$ cat src/rtl/gic_pkg.sv
// Constants, state codes and response helpers for the two-wire command port.
// Assumes a single 100 MHz system clock; the bench repeats the target addresses in a table of its own.
package gic_pkg;

  // ----------------------------------------------------------------
  // Clocking and bus rate
  // ----------------------------------------------------------------
  localparam int unsigned CLK_HZ = 100_000_000;
  localparam int unsigned FAST_MODE_BPS = 400_000;
  // Shortest legal bus clock period, in system clocks
  localparam int unsigned SCL_MIN_CYC = CLK_HZ / FAST_MODE_BPS;

  // ----------------------------------------------------------------
  // Target addresses (7 bit), chosen by the factory setting
  // ----------------------------------------------------------------
  localparam logic [6:0] ADDR_DEFAULT = 7'h68;
  localparam logic [6:0] ADDR_ALT1 = 7'h69;
  localparam logic [6:0] ADDR_ALT2 = 7'h58;
  localparam logic [6:0] ADDR_ALT3 = 7'h59;

  // ----------------------------------------------------------------
  // Command codes
  // ----------------------------------------------------------------
  localparam logic [7:0] CMD_NONE = 8'h00;
  localparam logic [7:0] CMD_RATE = 8'h25;
  localparam logic [7:0] CMD_TEMP = 8'h26;
  localparam logic [7:0] CMD_SELF_TEST = 8'h29;
  localparam logic [7:0] CMD_SRST_FIRST = 8'h35;
  localparam logic [7:0] CMD_SRST_LAST = 8'h39;
  localparam logic [2:0] SRST_LAST_STEP = 3'h4;

  // ----------------------------------------------------------------
  // Field layout
  // ----------------------------------------------------------------
  localparam int unsigned BYTE_BITS = 8;
  localparam logic [3:0] BIT_COUNT_FULL = 4'h8;
  localparam int unsigned RATE_W = 16;
  localparam int unsigned TEMP_W = 11;
  localparam int unsigned RESP_W = 16;
  localparam int unsigned SELF_TEST_FLAG_POS = 6;

  typedef enum logic [2:0] {
    GIC_IDLE = 3'b000,
    GIC_ADDR = 3'b001,
    GIC_ADDR_ACK = 3'b010,
    GIC_CMD = 3'b011,
    GIC_CMD_ACK = 3'b100,
    GIC_TX = 3'b101,
    GIC_TX_ACK = 3'b110
  } gic_state_t;

  // Number of response bytes a command code produces
  function automatic logic [1:0] gic_resp_len(input logic [7:0] code);
    logic [1:0] len;
    len = 2'h0;
    if (code == CMD_RATE || code == CMD_TEMP) begin
      len = 2'h2;
    end else if (code == CMD_SELF_TEST) begin
      len = 2'h1;
    end
    return len;
  endfunction : gic_resp_len

  function automatic logic [6:0] gic_addr_lookup(input logic [1:0] sel);
    logic [6:0] a;
    a = ADDR_DEFAULT;
    unique case (sel)
      2'h0: a = ADDR_DEFAULT;
      2'h1: a = ADDR_ALT1;
      2'h2: a = ADDR_ALT2;
      2'h3: a = ADDR_ALT3;
    endcase
    return a;
  endfunction : gic_addr_lookup

endpackage : gic_pkg

$ cat src/rtl/gic_line_if.sv
// Conditioned bus-line events passed from the line sampler to the protocol engine.
// All signals are on the system clock; event signals are one-cycle pulses.
`timescale 1ns/1ps
interface gic_line_if;
  logic scl;
  logic sda;
  logic sel_ok;
  logic scl_rise;
  logic scl_fall;
  logic start;
  logic stop;

  modport src (output scl, output sda, output sel_ok, output scl_rise, output scl_fall, output start, output stop);
  modport snk (input scl, input sda, input sel_ok, input scl_rise, input scl_fall, input start, input stop);
endinterface : gic_line_if

$ cat src/rtl/gic_line_sync.sv
// Samples the bus clock, bus data and select pins into the system clock domain
// and derives edge, start and stop pulses. Assumes pins are asynchronous.
`timescale 1ns/1ps
module gic_line_sync (
  input wire logic clk_sys_i,
  input wire logic rst_n_i,
  input wire logic scl_i,
  input wire logic sda_i,
  input wire logic sel_i,
  gic_line_if.src line
);

  // ----------------------------------------------------------------
  // Two-stage synchronisers; stage one feeds stage two only
  // ----------------------------------------------------------------
  logic [2:0] meta;
  logic [2:0] stable;
  logic [2:0] prev;
  logic [2:0] next_meta;
  logic [2:0] next_stable;
  logic [2:0] next_prev;
  logic next_scl_rise;
  logic next_scl_fall;
  logic next_start;
  logic next_stop;

  // Same latency on both lines keeps start/stop against the clock level honest.
  // At 10 ns sampling a 2.5 us fast-mode bit gives ample margin.
  always_comb begin
    next_meta = {sel_i, sda_i, scl_i};
    next_stable = meta;
    next_prev = stable;
    next_scl_rise = stable[0] & ~prev[0];
    next_scl_fall = ~stable[0] & prev[0];
    // Data falling while the clock is high
    next_start = stable[0] & prev[0] & prev[1] & ~stable[1];
    // Data rising while the clock is high
    next_stop = stable[0] & prev[0] & ~prev[1] & stable[1];
  end

  always_ff @(posedge clk_sys_i or negedge rst_n_i) begin
    if (!rst_n_i) begin
      // All three pins idle high, so no false select drop or edge follows reset
      meta <= 3'h7;
      stable <= 3'h7;
      prev <= 3'h7;
      line.scl_rise <= 1'b0;
      line.scl_fall <= 1'b0;
      line.start <= 1'b0;
      line.stop <= 1'b0;
    end else begin
      meta <= next_meta;
      stable <= next_stable;
      prev <= next_prev;
      line.scl_rise <= next_scl_rise;
      line.scl_fall <= next_scl_fall;
      line.start <= next_start;
      line.stop <= next_stop;
    end
  end

  // Levels are delayed one cycle to line up with the event pulses
  always_ff @(posedge clk_sys_i or negedge rst_n_i) begin
    if (!rst_n_i) begin
      line.scl <= 1'b1;
      line.sda <= 1'b1;
      line.sel_ok <= 1'b1;
    end else begin
      line.scl <= prev[0];
      line.sda <= prev[1];
      line.sel_ok <= prev[2];
    end
  end

endmodule : gic_line_sync

$ cat src/rtl/gic_cmd_port.sv
// Two-wire target for the rate sensor: takes one command code per write frame,
// returns the chosen response in a read frame, and runs the soft reset sequence.
// Assumes sensor data inputs come from logic on the same clock and the address
// select comes from a factory setting that is stable once reset is released.
`timescale 1ns/1ps

// Functional notes
// - Two-wire mode needs select high, input unused
// - Each byte followed by one acknowledge clock
// - Read frame: restart, address, read, response, stop
// - Answer default or factory alternative address
// - Bit after address selects direction
// - Stop returns target to idle
// - Bus rate at most 400 kbit/s
// - Code 25h returns 16-bit signed rate
// - Code 26h returns 11-bit signed temperature
// - Code 29h returns one self-test byte
// - Failure flag high on detected internal failure
// - Reset pulses upon receiving code 39h; code pulses only when 35h to 38h were the four codes before it
// - Reset codes produce no response data
module gic_cmd_port #(
  parameter int unsigned RATE_BITS = gic_pkg::RATE_W,
  parameter int unsigned TEMP_BITS = gic_pkg::TEMP_W
) (
  input wire logic clk_sys_i,
  input wire logic rst_n_i,
  input wire logic scl_i,
  input wire logic sda_i,
  output logic sda_o,
  output logic sda_oe_o,
  input wire logic sel_i,
  input wire logic [1:0] addr_sel_i,
  input wire logic [RATE_BITS-1:0] rate_i,
  input wire logic [TEMP_BITS-1:0] temp_i,
  input wire logic self_test_fail_flag_i,
  output logic soft_rst_o,
  output logic [7:0] cmd_o
);

  // ----------------------------------------------------------------
  // Elaboration checks
  // ----------------------------------------------------------------
  if (RATE_BITS != gic_pkg::RESP_W) begin : g_bad_rate
    $error("rate width must fill the 16-bit response");
  end
  if (TEMP_BITS > gic_pkg::RESP_W || TEMP_BITS < 2) begin : g_bad_temp
    $error("temperature width must be 2 to 16 bits");
  end

  // ----------------------------------------------------------------
  // Line conditioning
  // ----------------------------------------------------------------
  gic_line_if line ();

  gic_line_sync u_sync (
    .clk_sys_i(clk_sys_i),
    .rst_n_i(rst_n_i),
    .scl_i(scl_i),
    .sda_i(sda_i),
    .sel_i(sel_i),
    .line(line)
  );

  // ----------------------------------------------------------------
  // Protocol state
  // ----------------------------------------------------------------
  gic_pkg::gic_state_t state;
  gic_pkg::gic_state_t next_state;
  logic [3:0] bit_cnt;
  logic [3:0] next_bit_cnt;
  logic [7:0] shreg;
  logic [7:0] next_shreg;
  logic [15:0] tx;
  logic [15:0] next_tx;
  logic [1:0] bytes_left;
  logic [1:0] next_bytes_left;
  logic more;
  logic next_more;
  logic rw;
  logic next_rw;
  logic [2:0] rst_step;
  logic [2:0] next_rst_step;
  logic [6:0] own_addr;
  logic [6:0] next_own_addr;
  logic strap_done;
  logic next_strap_done;
  logic next_sda_oe;
  logic next_soft_rst;
  logic [7:0] next_cmd;
  logic [15:0] resp_word;
  logic addr_hit;

  // Snapshot of the selected measurement, MSB-aligned for one-byte answers
  always_comb begin
    resp_word = 16'h0000;
    unique case (cmd_o)
      gic_pkg::CMD_RATE: resp_word = rate_i[15:0];
      gic_pkg::CMD_TEMP: begin
        // Upper bits stay zero rather than sign-extended
        resp_word[TEMP_BITS-1:0] = temp_i;
      end
      gic_pkg::CMD_SELF_TEST: begin
        resp_word[8 + gic_pkg::SELF_TEST_FLAG_POS] = self_test_fail_flag_i;
      end
      default: resp_word = 16'h0000;
    endcase
  end

  assign addr_hit = (shreg[7:1] == own_addr);

  always_comb begin
    next_state = state;
    next_bit_cnt = bit_cnt;
    next_shreg = shreg;
    next_tx = tx;
    next_bytes_left = bytes_left;
    next_more = more;
    next_rw = rw;
    next_rst_step = rst_step;
    next_own_addr = own_addr;
    next_strap_done = 1'b1;
    next_sda_oe = sda_oe_o;
    next_soft_rst = 1'b0;
    next_cmd = cmd_o;
    // Factory address is caught once, just after reset release
    if (!strap_done) begin
      next_own_addr = gic_pkg::gic_addr_lookup(addr_sel_i);
    end
    if (!line.sel_ok) begin
      // Select low means the bus belongs to another mode
      next_state = gic_pkg::GIC_IDLE;
      next_sda_oe = 1'b0;
    end else if (line.start) begin
      next_state = gic_pkg::GIC_ADDR;
      next_bit_cnt = 4'h0;
      next_sda_oe = 1'b0;
    end else if (line.stop) begin
      next_state = gic_pkg::GIC_IDLE;
      next_sda_oe = 1'b0;
    end else begin
      unique case (state)
        gic_pkg::GIC_IDLE: begin
          next_sda_oe = 1'b0;
        end
        gic_pkg::GIC_ADDR, gic_pkg::GIC_CMD: begin
          if (line.scl_rise) begin
            next_shreg = {shreg[6:0], line.sda};
            next_bit_cnt = bit_cnt + 4'h1;
          end else if (line.scl_fall && bit_cnt == gic_pkg::BIT_COUNT_FULL) begin
            next_bit_cnt = 4'h0;
            if (state == gic_pkg::GIC_ADDR) begin
              if (addr_hit) begin
                next_sda_oe = 1'b1;
                next_rw = shreg[0];
                next_state = gic_pkg::GIC_ADDR_ACK;
              end else begin
                next_state = gic_pkg::GIC_IDLE;
              end
            end else begin
              next_sda_oe = 1'b1;
              next_state = gic_pkg::GIC_CMD_ACK;
              next_cmd = shreg;
              // Soft reset sequence tracker
              if (shreg == gic_pkg::CMD_SRST_FIRST + {5'h00, rst_step}) begin
                if (rst_step == gic_pkg::SRST_LAST_STEP) begin
                  next_soft_rst = 1'b1;
                  next_rst_step = 3'h0;
                end else begin
                  next_rst_step = rst_step + 3'h1;
                end
              end else if (shreg == gic_pkg::CMD_SRST_FIRST) begin
                next_rst_step = 3'h1;
              end else begin
                next_rst_step = 3'h0;
              end
            end
          end
        end
        gic_pkg::GIC_ADDR_ACK: begin
          if (line.scl_fall) begin
            if (rw) begin
              next_state = gic_pkg::GIC_TX;
              next_tx = resp_word;
              next_bytes_left = gic_pkg::gic_resp_len(cmd_o);
              // No answer data: leave the line released, master reads ones
              next_sda_oe = (gic_pkg::gic_resp_len(cmd_o) != 2'h0) && !resp_word[15];
            end else begin
              next_state = gic_pkg::GIC_CMD;
              next_sda_oe = 1'b0;
            end
          end
        end
        gic_pkg::GIC_CMD_ACK: begin
          // One code per write frame; further bytes go unacknowledged
          if (line.scl_fall) begin
            next_sda_oe = 1'b0;
            next_state = gic_pkg::GIC_IDLE;
          end
        end
        gic_pkg::GIC_TX: begin
          if (line.scl_rise) begin
            next_bit_cnt = bit_cnt + 4'h1;
          end else if (line.scl_fall) begin
            if (bit_cnt == gic_pkg::BIT_COUNT_FULL) begin
              next_sda_oe = 1'b0;
              next_state = gic_pkg::GIC_TX_ACK;
              next_more = 1'b0;
            end else begin
              next_tx = {tx[14:0], 1'b0};
              next_sda_oe = (bytes_left != 2'h0) && !tx[14];
            end
          end
        end
        gic_pkg::GIC_TX_ACK: begin
          if (line.scl_rise) begin
            // A NACK ends the answer even if bytes remain
            next_more = !line.sda && (bytes_left > 2'h1);
          end else if (line.scl_fall) begin
            next_bit_cnt = 4'h0;
            if (more) begin
              next_state = gic_pkg::GIC_TX;
              next_bytes_left = bytes_left - 2'h1;
              next_tx = {tx[14:0], 1'b0};
              next_sda_oe = !tx[14];
            end else begin
              next_state = gic_pkg::GIC_IDLE;
              next_sda_oe = 1'b0;
            end
          end
        end
        default: begin
          next_state = gic_pkg::GIC_IDLE;
          next_sda_oe = 1'b0;
        end
      endcase
    end
    // Soft reset clears the held command so a later read stays silent
    if (soft_rst_o) begin
      next_cmd = gic_pkg::CMD_NONE;
    end
  end

  always_ff @(posedge clk_sys_i or negedge rst_n_i) begin
    if (!rst_n_i) begin
      state <= gic_pkg::GIC_IDLE;
      bit_cnt <= 4'h0;
      shreg <= 8'h00;
      tx <= 16'h0000;
      bytes_left <= 2'h0;
      more <= 1'b0;
      rw <= 1'b0;
      rst_step <= 3'h0;
      own_addr <= gic_pkg::ADDR_DEFAULT;
      strap_done <= 1'b0;
      sda_oe_o <= 1'b0;
      sda_o <= 1'b0;
      soft_rst_o <= 1'b0;
      cmd_o <= gic_pkg::CMD_NONE;
    end else begin
      state <= next_state;
      bit_cnt <= next_bit_cnt;
      shreg <= next_shreg;
      tx <= next_tx;
      bytes_left <= next_bytes_left;
      more <= next_more;
      rw <= next_rw;
      rst_step <= next_rst_step;
      own_addr <= next_own_addr;
      strap_done <= next_strap_done;
      sda_oe_o <= next_sda_oe;
      // Open-drain: only ever pulls low
      sda_o <= 1'b0;
      soft_rst_o <= next_soft_rst;
      cmd_o <= next_cmd;
    end
  end

  logic quiet;
  assign quiet = line.sel_ok && !line.start && !line.stop;
endmodule : gic_cmd_port

$ cat config.mk
export PLATFORM = sky130hd
export DESIGN_NAME = gic_cmd_port
export DESIGN_NICKNAME = d
export VERILOG_FILES = /design/src/rtl/gic_pkg.sv /design/src/rtl/gic_line_if.sv /design/src/rtl/gic_line_sync.sv /design/src/rtl/gic_cmd_port.sv
export SDC_FILE = /design/constraint.sdc
export NUM_CORES = 1
export LEC_CHECK = 0
export BUFFER_PORTS_ARGS = -buffer_cell sky130_fd_sc_hd__buf_4
export CORE_MARGIN = 5
export CORE_UTILIZATION = 32
export CTS_CLUSTER_SIZE = 40
export DETAILED_ROUTE_END_ITERATION = 6
export HOLD_SLACK_MARGIN = 0.05
export PLACE_DENSITY = 0.49
export SLEW_MARGIN = 30
export SYNTH_ARGS = -nofsm -noshare
export SYNTH_HDL_FRONTEND = slang
export SYNTH_SLANG_ARGS = --single-unit
$ cat constraint.sdc
create_clock -name clk_sys_i -period 2.4 [get_ports clk_sys_i]
set_input_delay 0.12 -clock clk_sys_i [delete_from_list [all_inputs] [get_ports clk_sys_i]]
set_output_delay 0.12 -clock clk_sys_i [all_outputs]
set_load 0.1 [all_outputs]
# Yosys cells after proc, flatten, opt, wreduce, memory -nomap -nowiden
# Index checks and enable logic that the tools add are counted.
[totals]
rom_bits = 0
output_inout_bits = 11
memories = 0
reg_bits = 70
inputBits = 35
latchBits = 0
wordCells = 212
ramBits = 0
[classes]
n_reduce_logical = 30
n_mul = 0
shift = 0
div = 0
addsub = 4
magnitude_cmp = 1
n_bitwise = 15
eq_ne = 47
n_mux = 93
[ops]
columns = ["op", "n"]
rows = [
  ["$mux W15", 8],
  ["$mux W8", 8],
  ["$mux W3", 18],
  ["$ne A5 B5 Y1 const B", 9],
  ["$pmux W15 S3", 1],
  ["$eq A8 B6 Y1 const B", 4],
  ["$mux W1", 32],
  ["$mux W4", 7],
  ["$pmux W7 S4", 1],
  ["$mux W2", 11],
  ["$pmux W11 S2", 1],
  ["$reduce_and A7 Y1", 3],
  ["$ne A2 B2 Y1 const B", 10],
  ["$pmux W3 S6", 1],
  ["$reduce_and A9 Y1", 2],
  ["$reduce_and A8 Y1", 2],
  ["$reduce_bool A2 Y1", 7],
  ["$eq A3 B3 Y1 const B", 4],
  ["$pmux W4 S3", 1],
  ["$reduce_and A12 Y1", 1],
  ["$ne A2 B1 Y1 const B", 5],
  ["$reduce_and A10 Y1", 1],
  ["$eq A8 B7 Y1", 1],
  ["$not A1 Y1", 8],
  ["other kinds (29)", 44],
]

# Longest topological paths before layout
# Gate-level depths: netlist of run 1.
[depth]
word_depth = 17
mapped_depth = 9
mapped_depth_nobuf = 7

# Cells and area by module
# Synthesis of run 1 repeated with hierarchy kept, for this count alone.
[unflattened]
cells_unflattened = 324
area_unflattened_um2 = 3368.2
[modules_own_cells]
columns = ["mod", "n_inst", "area_per_inst_um2", "seq_area_each_um2", "cells_per_inst"]
rows = [
  ["gic_cmd_port", 1, 2917.8, 1277.5, 304],
  ["gic_line_sync", 1, 450.4, 415.4, 20],
]

# Least setup slack after synthesis of run 1
# No wires, ideal clock.
[synth_path]
kind = "flip-flop to flip-flop"
from = "register cmd_o[5]"
to = "register tx[14]"
setup_time_ns = 0.074
path_stages_with_launch = 6
slack_ns = -0.101
required_ns = 2.326
t_arrival_ns = 2.427
synth_period_minus_slack_ns = 2.501
n_path_buf = 0
cell_sequence = "dfrtp_1 > or4b_4 > or4b_4 > o31ai_4 > a21oi_2 > o21ai_2"
[synth_between]
elab_chain_len = 5
elab_cells_between_ends = 6
cone_classes = "eq/ne (2); mux (4)"
[synth_lines]
columns = ["item", "line_no", "rtl"]
rows = [
  ["start, declared", "gic_cmd_port.sv:37", "output logic [7:0] cmd_o"],
  ["start signal, assigned", "gic_cmd_port.sv:258", "cmd_o <= gic_pkg::CMD_NONE;"],
  ["start signal, assigned", "gic_cmd_port.sv:274", "cmd_o <= next_cmd;"],
  ["$eq A8 B6 Y1", "gic_cmd_port.sv:96", "unique case (cmd_o)"],
  ["$pmux W1 S2 (*)", "gic_cmd_port.sv:96", ""],
  ["$mux W15 (*)", "gic_cmd_port.sv:181", "if (rw) begin"],
  ["$mux W15 (*)", "gic_cmd_port.sv:180", "if (line.scl_fall) begin"],
  ["$pmux W15 S3 (*)", "gic_cmd_port.sv:141", "unique case (state)"],
  ["end signal, assigned", "gic_cmd_port.sv:263", "tx <= next_tx;"],
  ["end, declared", "gic_cmd_port.sv:73", "logic [15:0] tx;"],
]
# Mark *: on every way between the ends. The rest lies on a longest branch, timed or not. The select of a mux whose other input is x is not followed.
# A chain may end at the register's enable or synchronous reset.

# Worst setup path in the final report of run 1
[layout_path]
from = "register bit_cnt[0]"
to = "register state[2]"
[layout_between]
elab_chain_len = 4
elab_cells_between_ends = 5
cone_classes = "eq/ne (3); reduce/logical (2)"
[layout_lines]
columns = ["item", "line_no", "rtl"]
rows = [
  ["start, declared", "gic_cmd_port.sv:69", "logic [3:0] bit_cnt;"],
  ["start signal, assigned", "gic_cmd_port.sv:261", "bit_cnt <= next_bit_cnt;"],
  ["$eq A4 B4 Y1 (*)", "gic_cmd_port.sv:149, gic_cmd_port.sv:204", ""],
  ["$logic_and A1 B1 Y1", "gic_cmd_port.sv:149", "end else if (line.scl_fall && bit_cnt == gic_pkg::BIT_COUNT_FULL) begin"],
  ["$ne A5 B5 Y1 (no source line)", "n/a", ""],
  ["$reduce_and A10 Y1 (no source line) (*)", "n/a", ""],
  ["end signal, assigned", "gic_cmd_port.sv:245", "state <= gic_pkg::GIC_IDLE;"],
  ["end signal, assigned", "gic_cmd_port.sv:260", "state <= next_state;"],
  ["end, declared", "gic_cmd_port.sv:67", "gic_pkg::gic_state_t state;"],
]
# Mark *: on every way between the ends. The rest lies on a longest branch, timed or not.

==> results of run 1 <==
==> area by class of cell <==
cell class	instances	area, um^2	share of cell area, %
Clock buffer	12	145	3.43
Tap cell	136	170	4.02
Sequential cell	66	1670	39.4
Clock inverter	4	51.3	1.21
Multi-Input combinational cell	248	1610	38.0
Inverter	11	41.3	0.975
Timing Repair Buffer	68	548	12.9
==> repair_timing <==
action | in CTS | in global routing
hold endpoints to repair | 64 | 0
hold buffers | 10 | 0
setup buffers | 0 | 0
==> worst max-delay path, stage by stage, from the launching register on <==
cell     delay [ns]
dfrtp_1        0.40
inv_1          0.09
ha_1           0.14
and3b_1        0.31
nand2_1        0.23
a31oi_1        0.29
or3b_1         0.38
a31oi_1        0.17
==> logic make-up after synthesis <==
family	Yosys count	synth area share [%]
multiplexers	17	5.49
adder cells (fa/ha/maj)	6	2.21
AND/OR/NAND/NOR	124	20.1
flip-flops	66	49.1
AO/OA/AOI/OAI	88	16.5
other	2	0.221
XOR/XNOR	11	2.84
buffers and inverters	29	3.54
==> power by group <==
group          switching [mW]  internal [mW]
combinational          0.0669         0.0781
sequential             0.0215           1.14
clock                   0.453          0.510
==> registers in the layout (all words and copies together) (netlist names), 2 cells and up <==
signal            flops
u_sync.meta           3
cmd_o                 8
tx                   15
state                 3
u_sync.prev           3
rst_step              3
bit_cnt               4
bytes_left            2
u_sync.next_prev      3
own_addr              3
shreg                 8
==> per-stage QoR <==
stage | total power [mW] | hold slack, ns | utilization (%) | instances
detailed placement | 1.32 | 0.229 | 38.0 | 518
finish | 2.27 | 0.0695 | 41.0 | 545
global route | 2.37 | 0.0843 | 41.0 | 545
CTS | 2.30 | 0.0526 | 40.8 | 544
global placement | 1.32 | 0.229 | 38.0 | 518
floorplan | 1.23 | -0.176 | - | 343
==> cell usage in the layout, fill, tap and decap left out, types with 8 or more instances in the layout <==
| cell type | synthesis | routed |
|---|---|---|
| nor3_1 | 9 | 9 |
| nand2_1 | 52 | 52 |
| a21oi_1 | 24 | 24 |
| buf_4 | 2 | 57 |
| nand3_1 | 10 | 10 |
| mux2_2 | 13 | 13 |
| a22o_1 | 10 | 10 |
| xnor2_1 | 8 | 8 |
| clkbuf_8 | 0 | 10 |
| inv_1 | 11 | 11 |
| dfstp_2 | 12 | 12 |
| dfrtp_1 | 54 | 51 |
| dlygate4sd3_1 | 0 | 10 |
| o21ai_0 | 27 | 27 |
| nor2b_1 | 9 | 9 |
==> final timing paths <==
check | to | slack, ns | depth (start not counted)
max reg2reg | state[2] | 0.32 | 7
min | tx[8] | 0.07 | 3
max in group asynchronous | u_sync.line.sda | 1.57 | 3
min reg2reg | u_sync.next_prev[1] | 0.36 | 0
max | state[2] | 0.32 | 7
min in group asynchronous | tx[10] | 0.23 | 2
==> per-layer routing <==
| layer | part of all wire [%] | up-vias | global-route usage (%) |
|---|---|---|---|
| met1 | 48 | 1344 | 17.9 |
| met4 | 1.3 | 0 | 5.37 |
| met5 | 0 | - | 0 |
| met2 | 47 | 41 | 21.5 |
| li1 | - | 1340 | - |
| met3 | 3.5 | 10 | 2.99 |
==> results.json, run 1 <==
{
  "num-nets-final": 445,
  "clkSinkCount": 66,
  "synth_top_area_share_pct": 39.8,
  "ys_types": 53,
  "antennaDiodeCount": 0,
  "first_global_vias": 2737,
  "initial_core_util_pct": 32.9,
  "dp_slack_ns": 0.340,
  "hold_violations": 0,
  "numCtsBuffers": 9,
  "drive_above_1_share_pct": 26.7,
  "synth_top_area_cell": "dfrtp_1",
  "synthTopCellsByArea": "dfrtp_1, dfstp_2, nand2_1, mux2_2, o21ai_0",
  "syn2layout_area_growth_pct": 24.7,
  "cp-start-kind": "flip-flop",
  "h-tree-depth": 3,
  "die_area_um2": 12800,
  "antenna_found_initial": 0,
  "yosys_most_used_dff": "dfrtp_1",
  "syn_area_per_cell_um2": 9.90,
  "worst_clock_skew_ns": 0.00351,
  "setup_tns_ns": 0,
  "cts_resized": 0,
  "drt_wl_total_um": 8060,
  "status": "completed",
  "hp-start": "rate_i[8]",
  "rsz0062_at_grt": "false",
  "critPathArrivalTime_ns": 2.35,
  "cp-startpoint": "bit_cnt[0]",
  "hp-class": "in -> reg",
  "p_per_area_nw_per_um2": 537,
  "synth_common_cells": "dfrtp_1, nand2_1, o21ai_0",
  "synth-seq-cells": 66,
  "min_period_ns": 2.08,
  "place_area_um2": 3920,
  "num_rows": 37,
  "core_area_um2": 10300,
  "fp.dieW_um": 113,
  "wl_per_cell_um": 14.8,
  "grt_use_total_pct": 13.5,
  "clk_pin_slew_ns": 0.08,
  "grt_max_degree": 67,
  "required_ns": 2.67,
  "clock_path_buffers": 2,
  "io_pins": 46,
  "synth.most_common_cell": "dfrtp_1",
  "critPathKind": "reg -> reg",
  "cts_root_buf": "clkbuf_8",
  "yosys_warnings": 0,
  "drc": 0,
  "slew_viol_final": 0,
  "io_buffers": 44,
  "cap_violations": 0,
  "synth-edff-count": 0,
  "grt_pass1_wl_um": 13800,
  "leakage_nw": 1.78,
  "worst_slew_pin_slew_ns": 0.531,
  "dp_hpwl_um": 5740,
  "fin_area_um2": 4240,
  "cts_tree": "done",
  "setup_viol": 0,
  "peakVddDrop_mv": 0.261,
  "fmax_ghz": 0.481,
  "first_pass_iters": 4,
  "fin_crit_sh_pct": 86.6,
  "postRouteAntennaNets": 0,
  "place_congestion": 0.782,
  "synth_cells": 343,
  "finalWorstSetupSlack_ns": 0.322,
  "path_max_fanout": 7,
  "slew_headroom_pct": 64.6,
  "fill_cells": 1024,
  "ys_seq_area_share_pct": 49.1,
  "die_h_um": 113,
  "drt_iter0_drc": 127,
  "insertion_delay_ns": 0.34,
  "cp-end-kind": "flip-flop",
  "synth_nets": 384,
  "synth-async-reset-ratio_pct": 100,
  "routed_via_density": 5.02,
  "grt-ovfl-total": 0,
  "r2r_start": "bit_cnt[0]",
  "syn-cell-area_um2": 3400,
  "vias": 2735
}
Power figures use the tool's default switching activity.
==> run 2: changes to the inputs <==
--- a/config.mk
+++ b/config.mk
@@ -10,8 +10,9 @@
 export CORE_UTILIZATION = 32
 export CTS_CLUSTER_SIZE = 40
 export DETAILED_ROUTE_END_ITERATION = 6
+export GPL_TIMING_DRIVEN = 0
 export HOLD_SLACK_MARGIN = 0.05
-export PLACE_DENSITY = 0.49
+export PLACE_DENSITY = 0.51
 export SLEW_MARGIN = 30
 export SYNTH_ARGS = -nofsm -noshare
 export SYNTH_HDL_FRONTEND = slang
==> constraint.sdc (replaced) <==
create_clock -name clk_sys_i -period 1.9 [get_ports clk_sys_i]
set_input_delay 0.095 -clock clk_sys_i [delete_from_list [all_inputs] [get_ports clk_sys_i]]
set_output_delay 0.095 -clock clk_sys_i [all_outputs]
set_load 0.1 [all_outputs]
==> run 2 against run 1 <==
  * The flow now finishes with violations (negative setup slack)
  * Sequential power grew 26%
  * Sequential share of layout area shrank 4.0 points
  * Power grew 29%
  * Wire length grew 13%
  * Via count grew 6.7%
  * Setup slack lost 0.44 ns
  * Clock power grew 27%
  * Core utilization grew 5.0 points
  * Final area grew 12%
  * Combinational power grew 59%
  * Largest cell class is now multi-input gates
  * Highest routed layer unchanged
==> results.json, run 2 (same netlist as run 1, synthesis figures left out) <==
{
  "status": "finished, violations left",
  "violations": "negative setup slack",
  "slew_viol_final": 0,
  "insertion_delay_ns": 0.35,
  "largest_reg_flops": 15,
  "clock_path_buffers": 2,
  "regMostFlops": "tx",
  "antennaDiodeCount": 0,
  "crit_path_top_delay_cell": "or4b_4",
  "first_pass_iters": 6,
  "grt_use_total_pct": 14.4,
  "critical_path.top_delay_family": "simple AND/OR/NAND/NOR gates",
  "layout_commonest_cell": "buf_4",
  "reg_top3": "tx x15, cmd_o x8, shreg x8",
  "final_cell_mix": "buf_4, nand2_1, dfrtp_1",
  "peakVddDrop_mv": 0.351,
  "holdWs_ns": 0.0561,
  "setup_tns_ns": -0.402,
  "num_rows": 37,
  "fmax_ghz": 0.495,
  "routed_via_density": 5.05,
  "path_max_fanout": 4,
  "io_buffers": 44,
  "p_per_area_nw_per_um2": 617,
  "fin_crit_sh_pct": 106,
  "drc": 0,
  "grt_max_degree": 67,
  "dp_hpwl_um": 5840,
  "drt_wl_total_um": 9100,
  "die_area_um2": 12800,
  "setup_viol": 11,
  "first_global_vias": 3029,
  "worst_slew_pin_slew_ns": 0.618,
  "antenna_found_initial": 0,
  "path_cells": "or4b_4, or4b_4, o31ai_4, a21oi_2, o21ai_2",
  "slowest_delay_ns": 0.59,
  "syn2layout_area_growth_pct": 40.0,
  "vias": 2917,
  "leakage_nw": 2.01,
  "cap_violations": 0,
  "clk_pin_slew_ns": 0.07,
  "core_area_um2": 10300,
  "place_congestion": 0.869,
  "postRouteAntennaNets": 0,
  "cts_root_buf": "clkbuf_8",
  "grt-ovfl-total": 0,
  "drive_above_1_share_pct": 38.7,
  "required_ns": 2.17,
  "clkSinkCount": 66,
  "rsz0062_at_grt": "true",
  "cp_common_cell": "or4b_4",
  "initial_core_util_pct": 32.9,
  "drt_iter0_drc": 194,
  "hold_violations": 0,
  "num-nets-final": 478,
  "fill_cells": 970,
  "finalWorstSetupSlack_ns": -0.121,
  "critPathKind": "reg -> reg",
  "cp-start-kind": "flip-flop",
  "io_pins": 46,
  "cp-end-kind": "flip-flop",
  "numCtsBuffers": 9,
  "cts_tree": "done",
  "wl_per_cell_um": 15.7,
  "slew_headroom_pct": 58.8,
  "min_period_ns": 2.02,
  "critPathArrivalTime_ns": 2.29,
  "grt_pass1_wl_um": 15200,
  "hp-class": "in -> reg",
  "fp.dieW_um": 113,
  "final_core_util_pct": 46.1,
  "h-tree-depth": 3,
  "die_h_um": 113,
  "worst_clock_skew_ns": 0.0122,
  "cp_num_buf_inv": 0
}
run 2: what timing repair did:
item / 4_1_cts / 5_1_grt
gates resized for setup: 41 / 51
pin swaps: 8 / 15
buffers inserted: 9 / 14
hold buffers: 15 / 2
endpoints found under the setup margin: 46 / 42
endpoints found under the hold margin: 69 / 2
cloned: 2 / 1
run 2: path summary, 6_finish.rpt:
check,start,to,slack (ns),depth (start not counted)
setup / recovery,cmd_o[4],tx[14],-0.12,5
hold / removal,rate_i[1],tx[1],0.06,3
setup reg to reg,cmd_o[4],tx[14],-0.12,5
hold reg to reg,u_sync.meta[1],u_sync.next_prev[1],0.36,0
max in group asynchronous,rst_n_i,u_sync.line.scl_rise,1.10,2
min in group asynchronous,rst_n_i,tx[8],0.29,2
run 2: worst reg2reg max path, cell delays in order (launching register included):
cell and delay, ns:
dfrtp_4 0.47, or4b_4 0.59, or4b_4 0.54, o31ai_4 0.19, a21oi_2 0.05, o21ai_2 0.10
run 2: per-layer routing:
| layer | GRT usage (%) | share of wire [%] |
|---|---|---|
| met1 | 19.2 | 47 |
| met2 | 22.4 | 46 |
| met3 | 2.94 | 4.8 |
| met4 | 6.97 | 2.2 |
| met5 | 0 | 0 |
run 2: where the power goes:
part | internal (mW) | total (mW) | leakage [nW] | switching (mW)
clock network | 0.671 | 1.22 | 0.105 | 0.553
logic | 0.130 | 0.231 | 1.13 | 0.101
registers | 1.45 | 1.48 | 0.778 | 0.0336
total | 2.25 | 2.94 | 2.01 | 0.688
run 2: cell type report:
class	instances	area, um^2	share of cell area, %
clock inverters	5	52.6	1.11
flip-flops and latches	66	1680	35.4
clock buffers	11	151	3.18
plain buffers	15	104	2.18
inverters	11	41.3	0.868
multi-input cells	248	1840	38.7
repair buffers	86	709	14.9
well taps	136	170	3.58
run 2: stage by stage:
step	total power, mW	area, um^2	setup WS, ns	cells
floorplan	1.56	3430	-0.238	343
global placement	1.66	3930	-0.644	523
detailed placement	1.66	3930	-0.497	523
CTS	2.94	4510	-0.137	563
global route	3.07	4750	-0.172	578
finish	2.94	4750	-0.121	578
==> run 3: changes to the inputs <==
--- a/config.mk
+++ b/config.mk
@@ -6,7 +6,7 @@
 export NUM_CORES = 1
 export LEC_CHECK = 0
 export BUFFER_PORTS_ARGS = -buffer_cell sky130_fd_sc_hd__buf_4
-export CORE_MARGIN = 5
+export CORE_MARGIN = 8
 export CORE_UTILIZATION = 32
 export CTS_CLUSTER_SIZE = 40
 export DETAILED_ROUTE_END_ITERATION = 6
==> run 3 against run 2 <==
  * The run still ends with negative setup slack left
  * Fmax grew 0.16%
  * Clock skew shrank 0.0044 ns
  * Power shrank 3.3%
  * Critical path depth grew 2
  * Combinational power shrank 3%
  * Critical path type unchanged
  * Critical endpoint is now state[2]
  * Largest cell class unchanged
  * Largest power group unchanged
  * Highest routed layer unchanged
==> results.json, run 3 (same netlist as run 1, synthesis figures left out) <==
{
  "hold_violations": 0,
  "reg_top3": "tx x15, cmd_o x8, shreg x8",
  "largest_reg_flops": 15,
  "final_cells": 569,
  "holdWs_ns": 0.0477,
  "status": "finished, violations left",
  "numCtsBuffers": 9,
  "fmax_ghz": 0.496,
  "antenna_found_initial": 0,
  "num_rows": 37,
  "finalWorstSetupSlack_ns": -0.118,
  "path_cells": "inv_1, ha_1, and3b_2, nand2_4, a31oi_4, or3b_1, a31oi_1",
  "place_area_um2": 3930,
  "slew_headroom_pct": 43.7,
  "h-tree-depth": 3,
  "p_per_area_nw_per_um2": 617,
  "critPathArrivalTime_ns": 2.25,
  "cts_root_buf": "clkbuf_8",
  "hp-class": "in -> reg",
  "dp_slack_ns": -0.452,
  "cp-start-kind": "flip-flop",
  "dp_hpwl_um": 5890,
  "io_pins": 46,
  "postRouteAntennaNets": 0,
  "cp_num_buf_inv": 1,
  "slew_viol_final": 0,
  "cap_violations": 0,
  "crit_path_top_delay_cell": "or3b_1",
  "leakage_nw": 1.95,
  "slowest_delay_ns": 0.41,
  "drt_wl_total_um": 8890,
  "clk_pin_slew_ns": 0.07,
  "peakVddDrop_mv": 0.363,
  "violations": "negative setup slack",
  "fill_cells": 994,
  "antennaDiodeCount": 0,
  "die_h_um": 119,
  "place_congestion": 0.826,
  "worst_clock_skew_ns": 0.00786,
  "dp_cells": 523,
  "vias": 2869,
  "grt_use_total_pct": 12.7,
  "num-nets-final": 469,
  "fp.dieW_um": 119,
  "first_pass_iters": 4,
  "core_area_um2": 10300,
  "final_cell_mix": "buf_4, nand2_1, dfrtp_1",
  "grt_max_degree": 67,
  "wl_per_cell_um": 15.6,
  "grt_pass1_wl_um": 14800,
  "worst_slew_pin_slew_ns": 0.845,
  "cts_tree": "done",
  "layout_commonest_cell": "buf_4",
  "first_global_vias": 2897,
  "rsz0062_at_grt": "true",
  "drive_above_1_share_pct": 36.7,
  "cp-end-kind": "flip-flop",
  "drt_iter0_drc": 218,
  "setup_viol": 8,
  "regMostFlops": "tx",
  "required_ns": 2.14,
  "grt-ovfl-total": 0,
  "final_core_util_pct": 44.5,
  "min_period_ns": 2.02,
  "syn2layout_area_growth_pct": 35.4,
  "drc": 0,
  "io_buffers": 44,
  "initial_core_util_pct": 32.9,
  "fin_area_um2": 4600,
  "clkSinkCount": 66,
  "insertion_delay_ns": 0.34,
  "routed_via_density": 5.04,
  "die_area_um2": 14200,
  "fin_crit_sh_pct": 106,
  "path_max_fanout": 7,
  "clock_path_buffers": 2,
  "critical_path.top_delay_family": "simple AND/OR/NAND/NOR gates",
  "critPathKind": "reg -> reg"
}
## run 3: cell types whose count changed in the layout (fill, tap and decap cells not counted), sizes merged
cell	previous run	this run
clkinv	3	2
clkbuf	16	19
clkinvlp	1	0
dlygate4sd3	17	16
buf	79	70
## run 3: cell type report
class | instances | area [um^2] | area share [%]
timing repair buffer | 77 | 631 | 13.7
sequential | 66 | 1680 | 36.6
inverter | 11 | 41.3 | 0.898
clock buffer | 13 | 149 | 3.24
buffer | 15 | 87.6 | 1.90
tap | 136 | 170 | 3.70
multi-input combinational | 248 | 1800 | 39.1
clock inverter | 3 | 40.0 | 0.871
## run 3: timing repair
action                                 4_1_cts  5_1_grt
gates resized for setup                     28       45
setup buffers                                5       11
setup endpoints to repair                   44       47
cloned                                       0        1
pin swaps                                    5       22
hold buffers                                13        3
endpoints found under the hold margin       67        3
## run 3: layer usage
metal	vias to the layer above	track usage (%)	part of all wire, %
li1	1393	-	-
met1	1386	16.0	45
met2	77	20.2	47
met3	13	4.20	6.0
met4	0	3.87	1.6
met5	-	0	0
## run 3: where the power goes
part           switching [mW]  leakage, nW  internal (mW)
Sequential             0.0301        0.779           1.45
Combinational          0.0998         1.08          0.124
Clock                   0.498       0.0974          0.639
Total                   0.628         1.95           2.21
## run 3: path summary, 6_finish.rpt
path / from / endpoint / slack (ns) / depth (start not counted)
worst max-delay path: bit_cnt[1] / state[2] / -0.12 / 7
max in group asynchronous: rst_n_i / cmd_o[4] / 0.86 / 2
min in group asynchronous: rst_n_i / tx[11] / 0.41 / 2
worst min-delay path: rate_i[12] / tx[12] / 0.05 / 3
worst min register to register: u_sync.meta[1] / u_sync.next_prev[1] / 0.35 / 0
worst max register to register: bit_cnt[1] / state[2] / -0.12 / 7
## run 3: per-stage QoR
step	total power [mW]	setup TNS, ns
detailed placement	1.66	-10.81
floorplan	1.56	-3.18
CTS	2.87	-0.223
global route	2.99	-1.89
global placement	1.66	-12.62
finish	2.84	-0.293
## run 3: tightest hold or removal path, delay by kind of cell
family / cells / cell delay (ns)
AO/OA/AOI/OAI: 2 / 0.16
buffers and inverters: 1 / 0.09
